==> config.mk <==
export PLATFORM = sky130hd
export DESIGN_NAME = spsel_top
export DESIGN_NICKNAME = d
export VERILOG_FILES = /design/src/core/spsel_pkg.sv /design/src/core/spsel_top.sv
export SDC_FILE = /design/constraint.sdc
export NUM_CORES = 1
export LEC_CHECK = 0
export ABC_AREA = 1
export BUFFER_PORTS_ARGS = -buffer_cell sky130_fd_sc_hd__buf_2
export CORE_MARGIN = 2
export CORE_UTILIZATION = 45
export CTS_CLUSTER_DIAMETER = 200
export DETAILED_ROUTE_END_ITERATION = 7
export GPL_TIMING_DRIVEN = 1
export PLACE_DENSITY = 0.84
export REMOVE_ABC_BUFFERS = 1
export SLEW_MARGIN = 15
export SYNTH_ARGS = -nofsm -noshare
export SYNTH_HDL_FRONTEND = slang
export SYNTH_SLANG_ARGS = --single-unit
==> constraint.sdc <==
create_clock -name pclk -period 1.7 [get_ports pclk]
set_input_delay 0.255 -clock pclk [delete_from_list [all_inputs] [get_ports pclk]]
set_output_delay 0.255 -clock pclk [all_outputs]
set_load 0.005 [all_outputs]
==> src/core/spsel_pkg.sv <==
// Purpose: Constants for the status output pin select block
// Assumes: APB register map with 32-bit aligned words
// Notes: Offsets are byte addresses
package spsel_pkg;
    // Register byte offsets
    localparam logic [11:0] SPSEL_CFG_OFS = 12'h000;
    localparam logic [11:0] SPSEL_STS_OFS = 12'h004;
    // Configuration field positions
    localparam int SPSEL_SEL_LSB = 0;
    localparam int SPSEL_POL_BIT = 8;
    localparam int SPSEL_PU_BIT = 9;
    localparam int SPSEL_PD_BIT = 10;
    localparam int SPSEL_HIZ_BIT = 11;
    localparam int SPSEL_OD_BIT = 12;
    // Writable bit mask and reset value of the configuration register
    localparam logic [15:0] SPSEL_CFG_MASK = 16'h1F1F;
    localparam logic [15:0] SPSEL_CFG_RST = 16'h0200;
    // Status register bit position
    localparam int SPSEL_STS_PIN_BIT = 1;
    // Selector codes
    localparam logic [4:0] SPSEL_APLL = 5'h00;
    localparam logic [4:0] SPSEL_DPLL = 5'h01;
    localparam logic [4:0] SPSEL_LOS0 = 5'h02;
    localparam logic [4:0] SPSEL_LOS1 = 5'h03;
    localparam logic [4:0] SPSEL_LOSX = 5'h04;
    localparam logic [4:0] SPSEL_ACT0 = 5'h05;
    localparam logic [4:0] SPSEL_ACT1 = 5'h06;
    localparam logic [4:0] SPSEL_INV0 = 5'h07;
    localparam logic [4:0] SPSEL_INV1 = 5'h08;
    localparam logic [4:0] SPSEL_IRQ = 5'h09;
    localparam logic [4:0] SPSEL_RDY = 5'h0A;
    localparam logic [4:0] SPSEL_LOW = 5'h1D;
    localparam logic [4:0] SPSEL_HIGH = 5'h1E;
    localparam logic [4:0] SPSEL_RAW = 5'h1F;
endpackage

==> src/core/spsel_top.sv <==
// Purpose: Status output pin selector with polarity, open-drain and pad controls
// Assumes: Indicators arrive asynchronously; APB slave always ready, no wait states
// Notes: Pin is split into output, output enable and pad pull controls
//
// Operation
// - Five-bit selector picks loop settled or signal-loss flags for codes 0x0 to 0x4.
// - Codes 0x5-0x6 give activity status, 0x7-0x8 invalid-reference status.
// - Code 0x9 outputs OR of interrupt status ANDed with enable.
// - 0xA is device ready, 0x1D low, 0x1E high, others reserved.
// - Polarity bit clear passes indicator, set inverts it.
// - With selector 0x1F polarity has no effect on the pin.
// - Open-drain drives low while the level is low, otherwise releases the pin.
// - Tristate bit disables the output driver entirely.
// - Pull-down bit enables internal pull-down on the pin.
// - Pull-up bit enables weak internal pull-up and resets to one.
// - Status bit mirrors the level after polarity for selector 0x0-0x4 in every drive mode, else zero.
`timescale 1ns/1ps
module spsel_top
    import spsel_pkg::*;
#(
    parameter int IRQ_W = 8
) (
    // Clock and reset
    input wire logic pclk,
    input wire logic presetn,
    // APB slave
    input wire logic psel,
    input wire logic penable,
    input wire logic pwrite,
    input wire logic [11:0] paddr,
    input wire logic [31:0] pwdata,
    output logic [31:0] prdata,
    output logic pready,
    output logic pslverr,
    // Indicators from the device
    input wire logic apll_settled,
    input wire logic dpll_settled,
    input wire logic loss_monitor_ref0,
    input wire logic loss_monitor_ref1,
    input wire logic loss_monitor_xtal,
    input wire logic activity_monitor_ref0,
    input wire logic activity_monitor_ref1,
    input wire logic ref0_invalid,
    input wire logic ref1_invalid,
    input wire logic [IRQ_W-1:0] irq_status,
    input wire logic [IRQ_W-1:0] irq_enable,
    input wire logic device_ready,
    // Status pin and pad controls
    output logic status_pin_o,
    output logic status_pin_oe,
    output logic pin_pullup_en,
    output logic pin_pulldown_en
);

    // Indicator count after flattening, and their positions
    localparam int NIND = 10 + 2 * IRQ_W;
    localparam int IX_APLL = 0;
    localparam int IX_DPLL = 1;
    localparam int IX_LOS0 = 2;
    localparam int IX_LOS1 = 3;
    localparam int IX_LOSX = 4;
    localparam int IX_ACT0 = 5;
    localparam int IX_ACT1 = 6;
    localparam int IX_INV0 = 7;
    localparam int IX_INV1 = 8;
    localparam int IX_RDY = 9;
    localparam int IX_IRQ_ST = 10;
    localparam int IX_IRQ_EN = 10 + IRQ_W;

    // Synchroniser stages for all indicators
    logic [NIND-1:0] ind_raw;
    logic [NIND-1:0] sync1_q;
    logic [NIND-1:0] sync2_q;

    // Configuration fields, each in its own flip-flops
    logic [4:0] sel_q;
    logic pol_q;
    logic pu_q;
    logic pd_q;
    logic hiz_q;
    logic od_q;
    logic [15:0] cfg_view;
    logic [31:0] sts_view;

    // Synchronised indicators
    logic apll_s;
    logic dpll_s;
    logic los0_s;
    logic los1_s;
    logic losx_s;
    logic act0_s;
    logic act1_s;
    logic inv0_s;
    logic inv1_s;
    logic rdy_s;
    logic [IRQ_W-1:0] irq_st_s;
    logic [IRQ_W-1:0] irq_en_s;

    // Selection and drive path
    logic ind;
    logic level;
    logic out_d;
    logic oe_d;
    logic out_q;
    logic oe_q;
    logic mirror_d;
    logic mirror_q;

    // Bus decode and read path
    logic wr_cfg;
    logic rd_setup;
    logic [31:0] rdata_d;

    // True when a bus address hits a register offset
    function automatic logic addr_hit(input logic [11:0] addr, input logic [11:0] ofs);
        return addr == ofs;
    endfunction

    // Polarity applied to an indicator; the raw code ignores it
    function automatic logic apply_pol(input logic i, input logic p, input logic [4:0] s);
        return (p && s != SPSEL_RAW) ? ~i : i;
    endfunction

    // Open-drain pulls low while the output value is low, else releases
    function automatic logic od_drive(input logic lvl);
        return ~lvl;
    endfunction

    // Codes whose output value is mirrored into the status register
    function automatic logic mirrored(input logic [4:0] s);
        return s <= SPSEL_LOSX;
    endfunction

    // Flatten the asynchronous indicators into one vector
    assign ind_raw = {irq_enable, irq_status, device_ready, ref1_invalid, ref0_invalid,
                      activity_monitor_ref1, activity_monitor_ref0, loss_monitor_xtal,
                      loss_monitor_ref1, loss_monitor_ref0, dpll_settled, apll_settled};

    // First synchroniser stage; nothing but the second stage reads it
    always_ff @(posedge pclk or negedge presetn) begin
        if (!presetn) begin
            sync1_q <= '0;
        end else begin
            sync1_q <= ind_raw;
        end
    end

    // Second synchroniser stage, the only source for logic
    always_ff @(posedge pclk or negedge presetn) begin
        if (!presetn) begin
            sync2_q <= '0;
        end else begin
            sync2_q <= sync1_q;
        end
    end

    // Unpack the synchronised indicators
    assign apll_s = sync2_q[IX_APLL];
    assign dpll_s = sync2_q[IX_DPLL];
    assign los0_s = sync2_q[IX_LOS0];
    assign los1_s = sync2_q[IX_LOS1];
    assign losx_s = sync2_q[IX_LOSX];
    assign act0_s = sync2_q[IX_ACT0];
    assign act1_s = sync2_q[IX_ACT1];
    assign inv0_s = sync2_q[IX_INV0];
    assign inv1_s = sync2_q[IX_INV1];
    assign rdy_s = sync2_q[IX_RDY];
    assign irq_st_s = sync2_q[IX_IRQ_ST +: IRQ_W];
    assign irq_en_s = sync2_q[IX_IRQ_EN +: IRQ_W];

    // APB strobes; the access phase is a single cycle
    assign wr_cfg = psel && penable && pwrite && addr_hit(paddr, SPSEL_CFG_OFS);
    assign rd_setup = psel && !penable && !pwrite;

    // Always ready, never an error
    assign pready = 1'b1;
    assign pslverr = 1'b0;

    // Selector field
    always_ff @(posedge pclk or negedge presetn) begin
        if (!presetn) begin
            sel_q <= SPSEL_CFG_RST[SPSEL_SEL_LSB +: 5];
        end else if (wr_cfg) begin
            sel_q <= pwdata[SPSEL_SEL_LSB +: 5];
        end
    end

    // Polarity field
    always_ff @(posedge pclk or negedge presetn) begin
        if (!presetn) begin
            pol_q <= SPSEL_CFG_RST[SPSEL_POL_BIT];
        end else if (wr_cfg) begin
            pol_q <= pwdata[SPSEL_POL_BIT];
        end
    end

    // Pull-up field, set after reset
    always_ff @(posedge pclk or negedge presetn) begin
        if (!presetn) begin
            pu_q <= SPSEL_CFG_RST[SPSEL_PU_BIT];
        end else if (wr_cfg) begin
            pu_q <= pwdata[SPSEL_PU_BIT];
        end
    end

    // Pull-down field; software keeps it off in open-drain mode
    always_ff @(posedge pclk or negedge presetn) begin
        if (!presetn) begin
            pd_q <= SPSEL_CFG_RST[SPSEL_PD_BIT];
        end else if (wr_cfg) begin
            pd_q <= pwdata[SPSEL_PD_BIT];
        end
    end

    // Tristate field
    always_ff @(posedge pclk or negedge presetn) begin
        if (!presetn) begin
            hiz_q <= SPSEL_CFG_RST[SPSEL_HIZ_BIT];
        end else if (wr_cfg) begin
            hiz_q <= pwdata[SPSEL_HIZ_BIT];
        end
    end

    // Open-drain field
    always_ff @(posedge pclk or negedge presetn) begin
        if (!presetn) begin
            od_q <= SPSEL_CFG_RST[SPSEL_OD_BIT];
        end else if (wr_cfg) begin
            od_q <= pwdata[SPSEL_OD_BIT];
        end
    end

    // Register view; reserved bits are not stored and read zero
    always_comb begin
        cfg_view = '0;
        cfg_view[SPSEL_SEL_LSB +: 5] = sel_q;
        cfg_view[SPSEL_POL_BIT] = pol_q;
        cfg_view[SPSEL_PU_BIT] = pu_q;
        cfg_view[SPSEL_PD_BIT] = pd_q;
        cfg_view[SPSEL_HIZ_BIT] = hiz_q;
        cfg_view[SPSEL_OD_BIT] = od_q;
    end

    // Status view; only the pin mirror bit is used
    always_comb begin
        sts_view = '0;
        sts_view[SPSEL_STS_PIN_BIT] = mirror_q;
    end

    // Indicator selection
    always_comb begin
        case (sel_q)
            SPSEL_APLL: ind = apll_s;
            SPSEL_DPLL: ind = dpll_s;
            SPSEL_LOS0: ind = los0_s;
            SPSEL_LOS1: ind = los1_s;
            SPSEL_LOSX: ind = losx_s;
            SPSEL_ACT0: ind = act0_s;
            SPSEL_ACT1: ind = act1_s;
            SPSEL_INV0: ind = inv0_s;
            SPSEL_INV1: ind = inv1_s;
            SPSEL_IRQ: ind = |(irq_st_s & irq_en_s);
            SPSEL_RDY: ind = rdy_s;
            SPSEL_LOW: ind = 1'b0;
            SPSEL_HIGH: ind = 1'b1;
            default: ind = 1'b0; // Reserved codes output low
        endcase
    end

    // Polarity, ignored for selector 0x1F
    assign level = apply_pol(ind, pol_q, sel_q);

    // Drive mode: tristate over open-drain over push-pull
    always_comb begin
        if (hiz_q) begin
            out_d = 1'b0;
            oe_d = 1'b0;
        end else if (od_q) begin
            out_d = 1'b0;
            oe_d = od_drive(level);
        end else begin
            out_d = level;
            oe_d = 1'b1;
        end
    end

    // Status mirror value
    assign mirror_d = mirrored(sel_q) ? level : 1'b0;

    // Registered pin value
    always_ff @(posedge pclk or negedge presetn) begin
        if (!presetn) begin
            out_q <= 1'b0;
        end else begin
            out_q <= out_d;
        end
    end

    // Registered drive enable, released during reset
    always_ff @(posedge pclk or negedge presetn) begin
        if (!presetn) begin
            oe_q <= 1'b0;
        end else begin
            oe_q <= oe_d;
        end
    end

    // Registered status mirror, same timing as the pin
    always_ff @(posedge pclk or negedge presetn) begin
        if (!presetn) begin
            mirror_q <= 1'b0;
        end else begin
            mirror_q <= mirror_d;
        end
    end

    // Pin and pad outputs
    assign status_pin_o = out_q;
    assign status_pin_oe = oe_q;
    assign pin_pullup_en = pu_q;
    assign pin_pulldown_en = pd_q;

    // Read multiplexer; unmapped addresses read zero
    always_comb begin
        if (addr_hit(paddr, SPSEL_CFG_OFS)) begin
            rdata_d = {16'h0000, cfg_view};
        end else if (addr_hit(paddr, SPSEL_STS_OFS)) begin
            rdata_d = sts_view;
        end else begin
            rdata_d = '0;
        end
    end

    // Read data, loaded in the setup cycle of a read
    always_ff @(posedge pclk or negedge presetn) begin
        if (!presetn) begin
            prdata <= '0;
        end else if (rd_setup) begin
            prdata <= rdata_d;
        end
    end

endmodule

== Word-level counts from Yosys, hierarchy flattened ==
Index checks and enable logic that the tools add are counted.

* Equal/unequal tests: 13
* Bitwise operators: 3
* Multiplexer cells: 9
* Order comparisons: 1
* Reduce and logical (&&, ||, !) cells: 11

{| class="wikitable"
|+ Operator list
! kind !! count
|-
| $mux W32 || 1
|-
| $eq A5 B3 Y1 const B || 4
|-
| $eq A5 B4 Y1 const B || 3
|-
| $eq A12 B3 Y1 const B || 1
|-
| $logic_not A12 Y1 || 1
|-
| $pmux W1 S12 || 1
|-
| $eq A5 B2 Y1 const B || 2
|-
| $and A8 B8 Y8 || 1
|-
| $reduce_or A8 Y1 || 1
|-
| $logic_and A1 B1 Y1 || 6
|-
| $mux W1 || 6
|-
| $eq A5 B1 Y1 const B || 1
|-
| $eq A5 B5 Y1 const B || 1
|-
| $le A5 B3 Y1 const B || 1
|-
| $logic_not A5 Y1 || 1
|-
| $ne A5 B5 Y1 const B || 1
|-
| $logic_not A1 Y1 || 2
|-
| $mux W2 || 1
|-
| $not A1 Y1 || 2
|}

* Output and inout port bits: 38
* Register bits: 97
* Input port bits: 75

== Logic depth before layout (Yosys ltp) ==
* Depth in word-level cells: 8
* Gate-level depth with buffers: 10

== Worst setup path after synthesis ==
OpenSTA, ideal clock, no wires.

* Path kind: reg2reg
* Start point: register sel_q[0]
* End point: register mirror_q
* Clock period less this slack: 1.233 ns
* Path buffers: 1
* Cell stages (with the launch flop): 10
* Path slack: 0.467 ns
* Data required time: 1.579 ns
* Arrival: 1.112 ns
* Cells stage by stage: dfrtp_1 > buf_4 > nand3_1 > nand2_1 > o21ai_2 > nand3_2 > nor2_1 > nand2_1 > nand2_1 > nor2_1

* Cells in the longest elaborated chain, start to end: 5

{| class="wikitable"
|+ RTL lines
! item !! line !! RTL
|-
| start: declaration || spsel_top.sv:76 || <nowiki>logic [4:0] sel_q;</nowiki>
|-
| start signal: assignment || spsel_top.sv:182 || <nowiki>sel_q <= SPSEL_CFG_RST[SPSEL_SEL_LSB +: 5];</nowiki>
|-
| start signal: assignment || spsel_top.sv:184 || <nowiki>sel_q <= pwdata[SPSEL_SEL_LSB +: 5];</nowiki>
|-
| $eq A5 B5 Y1 (tied with other cells) || spsel_top.sv:252 || <nowiki>case (sel_q)</nowiki>
|-
| $pmux W1 S12 || spsel_top.sv:252 ||
|-
| $not A1 Y1 || spsel_top.sv:121 || <nowiki>return (p && s != SPSEL_RAW) ? ~i : i;</nowiki>
|-
| $mux W1 || spsel_top.sv:121 ||
|-
| $mux W1 * || spsel_top.sv:288 || <nowiki>assign mirror_d = mirrored(sel_q) ? level : 1'b0;</nowiki>
|-
| named net mirror_d || spsel_top.sv:106 || <nowiki>logic mirror_d;</nowiki>
|-
| end signal: assignment || spsel_top.sv:313 || <nowiki>mirror_q <= mirror_d;</nowiki>
|-
| end: declaration || spsel_top.sv:107 || <nowiki>logic mirror_q;</nowiki>
|}

Mark *: on every way through the listed nets, which the timed path passes. The rest lies on a longest branch.
A chain may end at the register's enable or synchronous reset.

== Worst setup path after layout ==
Same ends and word-level chain as after synthesis.

==> qor.yml <==
grt:
  grt_first_pass_wirelength_um: 6470
  grtUsageTotal_pct: 13.8
  grt_overflow_total: 0
  grt_max_degree: 44
  grt_pass1_vias: 1460
  antenna_found_initial: 0
power_and_ir_drop:
  p_leak_nw: 1.70
  ir_drop_mv: 0.707
  powerDensity_nw_per_um2: 1040
synthesis:
  synth.largest_area_cell: "dfrtp_1"
  synthAdderAreaFrac_pct: 0
  synth_seq_cells: 75
  synth_compound_area_share_pct: 5.38
  yosysSeqAreaShare_pct: 70.2
  syn-cell-area_um2: 2670
  synthSimpleGateAreaFrac_pct: 14.3
  muxShareOfSynthArea_pct: 0
  postSynthCellCount: 235
  yosys.cell_types.count: 22
  ys_warn_count: 0
  ys_top_cells_by_area: "dfrtp_1 69%, buf_4 7.0%, nand2_1 6.3%"
  synth_top_cell_area_share_pct: 69.3
  synth_top_family_by_area: "simple AND/OR/NAND/NOR gates"
  postSynthAreaPerCell_um2: 11.4
  synthXorXnorAreaFrac_pct: 0
timing:
  rsz0062_at_grt: "no"
  hold_viol_final: 0
  period_share_pct: 83.1
  fmax_ghz: 0.708
  period_needed_ns: 1.41
  tns_ns: 0
  setup_violations: 0
  finalClockSkew_ns: 0.00857
  slew_violations: 0
  whs_ns: 0.0270
placement:
  port_buffers: 66
  gp_congestion: 0.759
  detailed_place_hpwl_um: 3020
final_layout:
  final_nets: 385
  antenna_cells: 0
  area_growth_pct: 20.9
  layout-drive-gt1-share_pct: 29.2
route:
  ant_nets: 0
  wl_per_cell_um: 10.6
  first_pass_iters: 4
  drt_iter0_markers: 81
  vias: 1658
  drc: 0
  routed_wl_um: 4140
  routed_via_density: 4.25
clock_tree:
  cts_tree: "done"
  cts_max_level: 3
  cts_sinks: 75
  post_cts_buffers: 0
  clk_pin_slew_ns: 0.07
  clk-insertion-delay-late_ns: 0.33
  clk_path_buf_depth: 2
  root_buffer: "clkbuf_8"
  cts_buffers: 9
  cts_resized: 0
critical_path:
  required_ns: 1.91
  reg2regPathDepth: 9
  cp_max_fo: 8
  crit_slowest_cell: "dfrtp_1"
  crit_cells: 9
  path_buf_inv: 1
  arrival_ns: 1.62
  max_stage_delay_ns: 0.49
  crit_path_start_kind: "flop"
  path_cells: "inv_2 -> nand3_1 -> nand2_1 -> o21ai_2 -> nand3_2 -> nor2_1 -> nand2_1 -> nand2_1 -> nor2_1"
  critPathCaptureType: "flop"
  rrSetupSlack_ns: 0.29
  cp_top_family: "simple AND/OR/NAND/NOR gates"
  critPathKind: "reg2reg"
  crit_path_frequent_cell: "nand2_1"
hold_path:
  min_path_cells: 1
  hold_class: "in2reg"
flow_run:
  drv_cap: 0
die:
  rows: 28
  coreArea_um2: 5820
  die_x_um: 81.1
  pin_count: 113
  die_y_um: 81.1
  initial_core_util_pct: 46.0
  dieArea_um2: 6570
status:
  status: "finished clean"
logic make-up (layout without fill, tap and decap cells):
kind of cell           Yosys count  after routing
AOI/OAI and AO/OA               24             24
buffers and inverters           44            102
DFF                             75             75
other                            2             24
and+or+nand+nor                 90             90
sequential cells by signal (all words and copies together), names as in the netlist:
name / cells
sync1_q: 26
sync2_q: 26
prdata: 10
sel_q: 5
hiz_q: 1
mirror_q: 1
od_q: 1
pin_pulldown_en: 1
pin_pullup_en: 1
pol_q: 1
status_pin_o: 1
status_pin_oe: 1
cells in the mapped netlist, drive strengths merged:
cell type  instances
a21oi              7
a22o               1
buf               28
conb               2
dfrtp             74
dfstp              1
inv               16
nand2             45
nand3             15
nand4              3
nor2              25
nor3               2
o21ai              9
o22ai              1
o31ai              6
cell usage in the layout, fill, tap and decap left out, types with 2 or more instances in the layout:
master and count:
a21oi_1 7, buf_2 65, buf_4 3, clkbuf_1 3
clkbuf_8 12, conb_1 24, dfrtp_1 74, inv_1 12
inv_2 4, nand2_1 45, nand3_1 14, nand4_1 3
nor2_1 23, nor2_2 2, o21ai_0 4, o21ai_1 4
o31ai_1 6
path summary, 6_finish.rpt:
check / start / endpoint
min in group asynchronous: presetn / prdata[9]$_DFFE_PN0P_
max reg2reg: sel_q[0]$_DFFE_PN0P_ / mirror_q$_DFF_PN0_
min: loss_monitor_xtal / sync1_q[4]$_DFF_PN0_
min reg2reg: sync1_q[7]$_DFF_PN0_ / sync2_q[7]$_DFF_PN0_
max: sel_q[0]$_DFFE_PN0P_ / mirror_q$_DFF_PN0_
max in group asynchronous: presetn / pin_pullup_en$_DFFE_PN1P_
where the power goes:
group | switching (W) | internal (W) | leakage (nW)
registers | 0.0000154 | 0.00185 | 0.887
clock network | 0.000560 | 0.000801 | 0.104
logic | 0.0000808 | 0.0000603 | 0.712
total | 0.000656 | 0.00271 | 1.70
through the flow:
stage,std cells,setup slack [ns],power (W),cell area (µm²),util (%)
4_1_cts,390,0.282,0.00341,3230,55.6
3_3_place_gp,373,0.308,0.00203,3020,51.9
5_1_grt,390,0.111,0.00352,3230,55.6
6_report,390,0.287,0.00336,3230,55.6
2_1_floorplan,229,0.216,0.00193,2550,-
3_5_place_dp,373,0.267,0.00204,3020,51.9
layer usage:
metal | GRT usage, % | part of all wire, % | routed length [µm]
met1 | 16.6 | 42 | 1750
met2 | 21.4 | 47 | 1940
met3 | 6.56 | 9.0 | 374
met4 | 6.10 | 1.6 | 67
met5 | 0 | 0 | 0
layout make-up:
cell class / count / area [µm²]
repair buffers: 70 / 378
clock buffers: 15 / 176
flip-flops and latches: 75 / 1880
clock inverters: 1 / 30.0
inverters: 16 / 60.1
fillers: 514 / 2580
well taps: 75 / 93.8
multi-input cells: 138 / 616
what timing repair did:
| item | 4_1_cts | 5_1_grt |
|---|---|---|
| endpoints found under the setup margin | 0 | 0 |
| hold buffers | 1 | 0 |
| endpoints found under the hold margin | 12 | 0 |
Power figures use the tool's default switching activity.
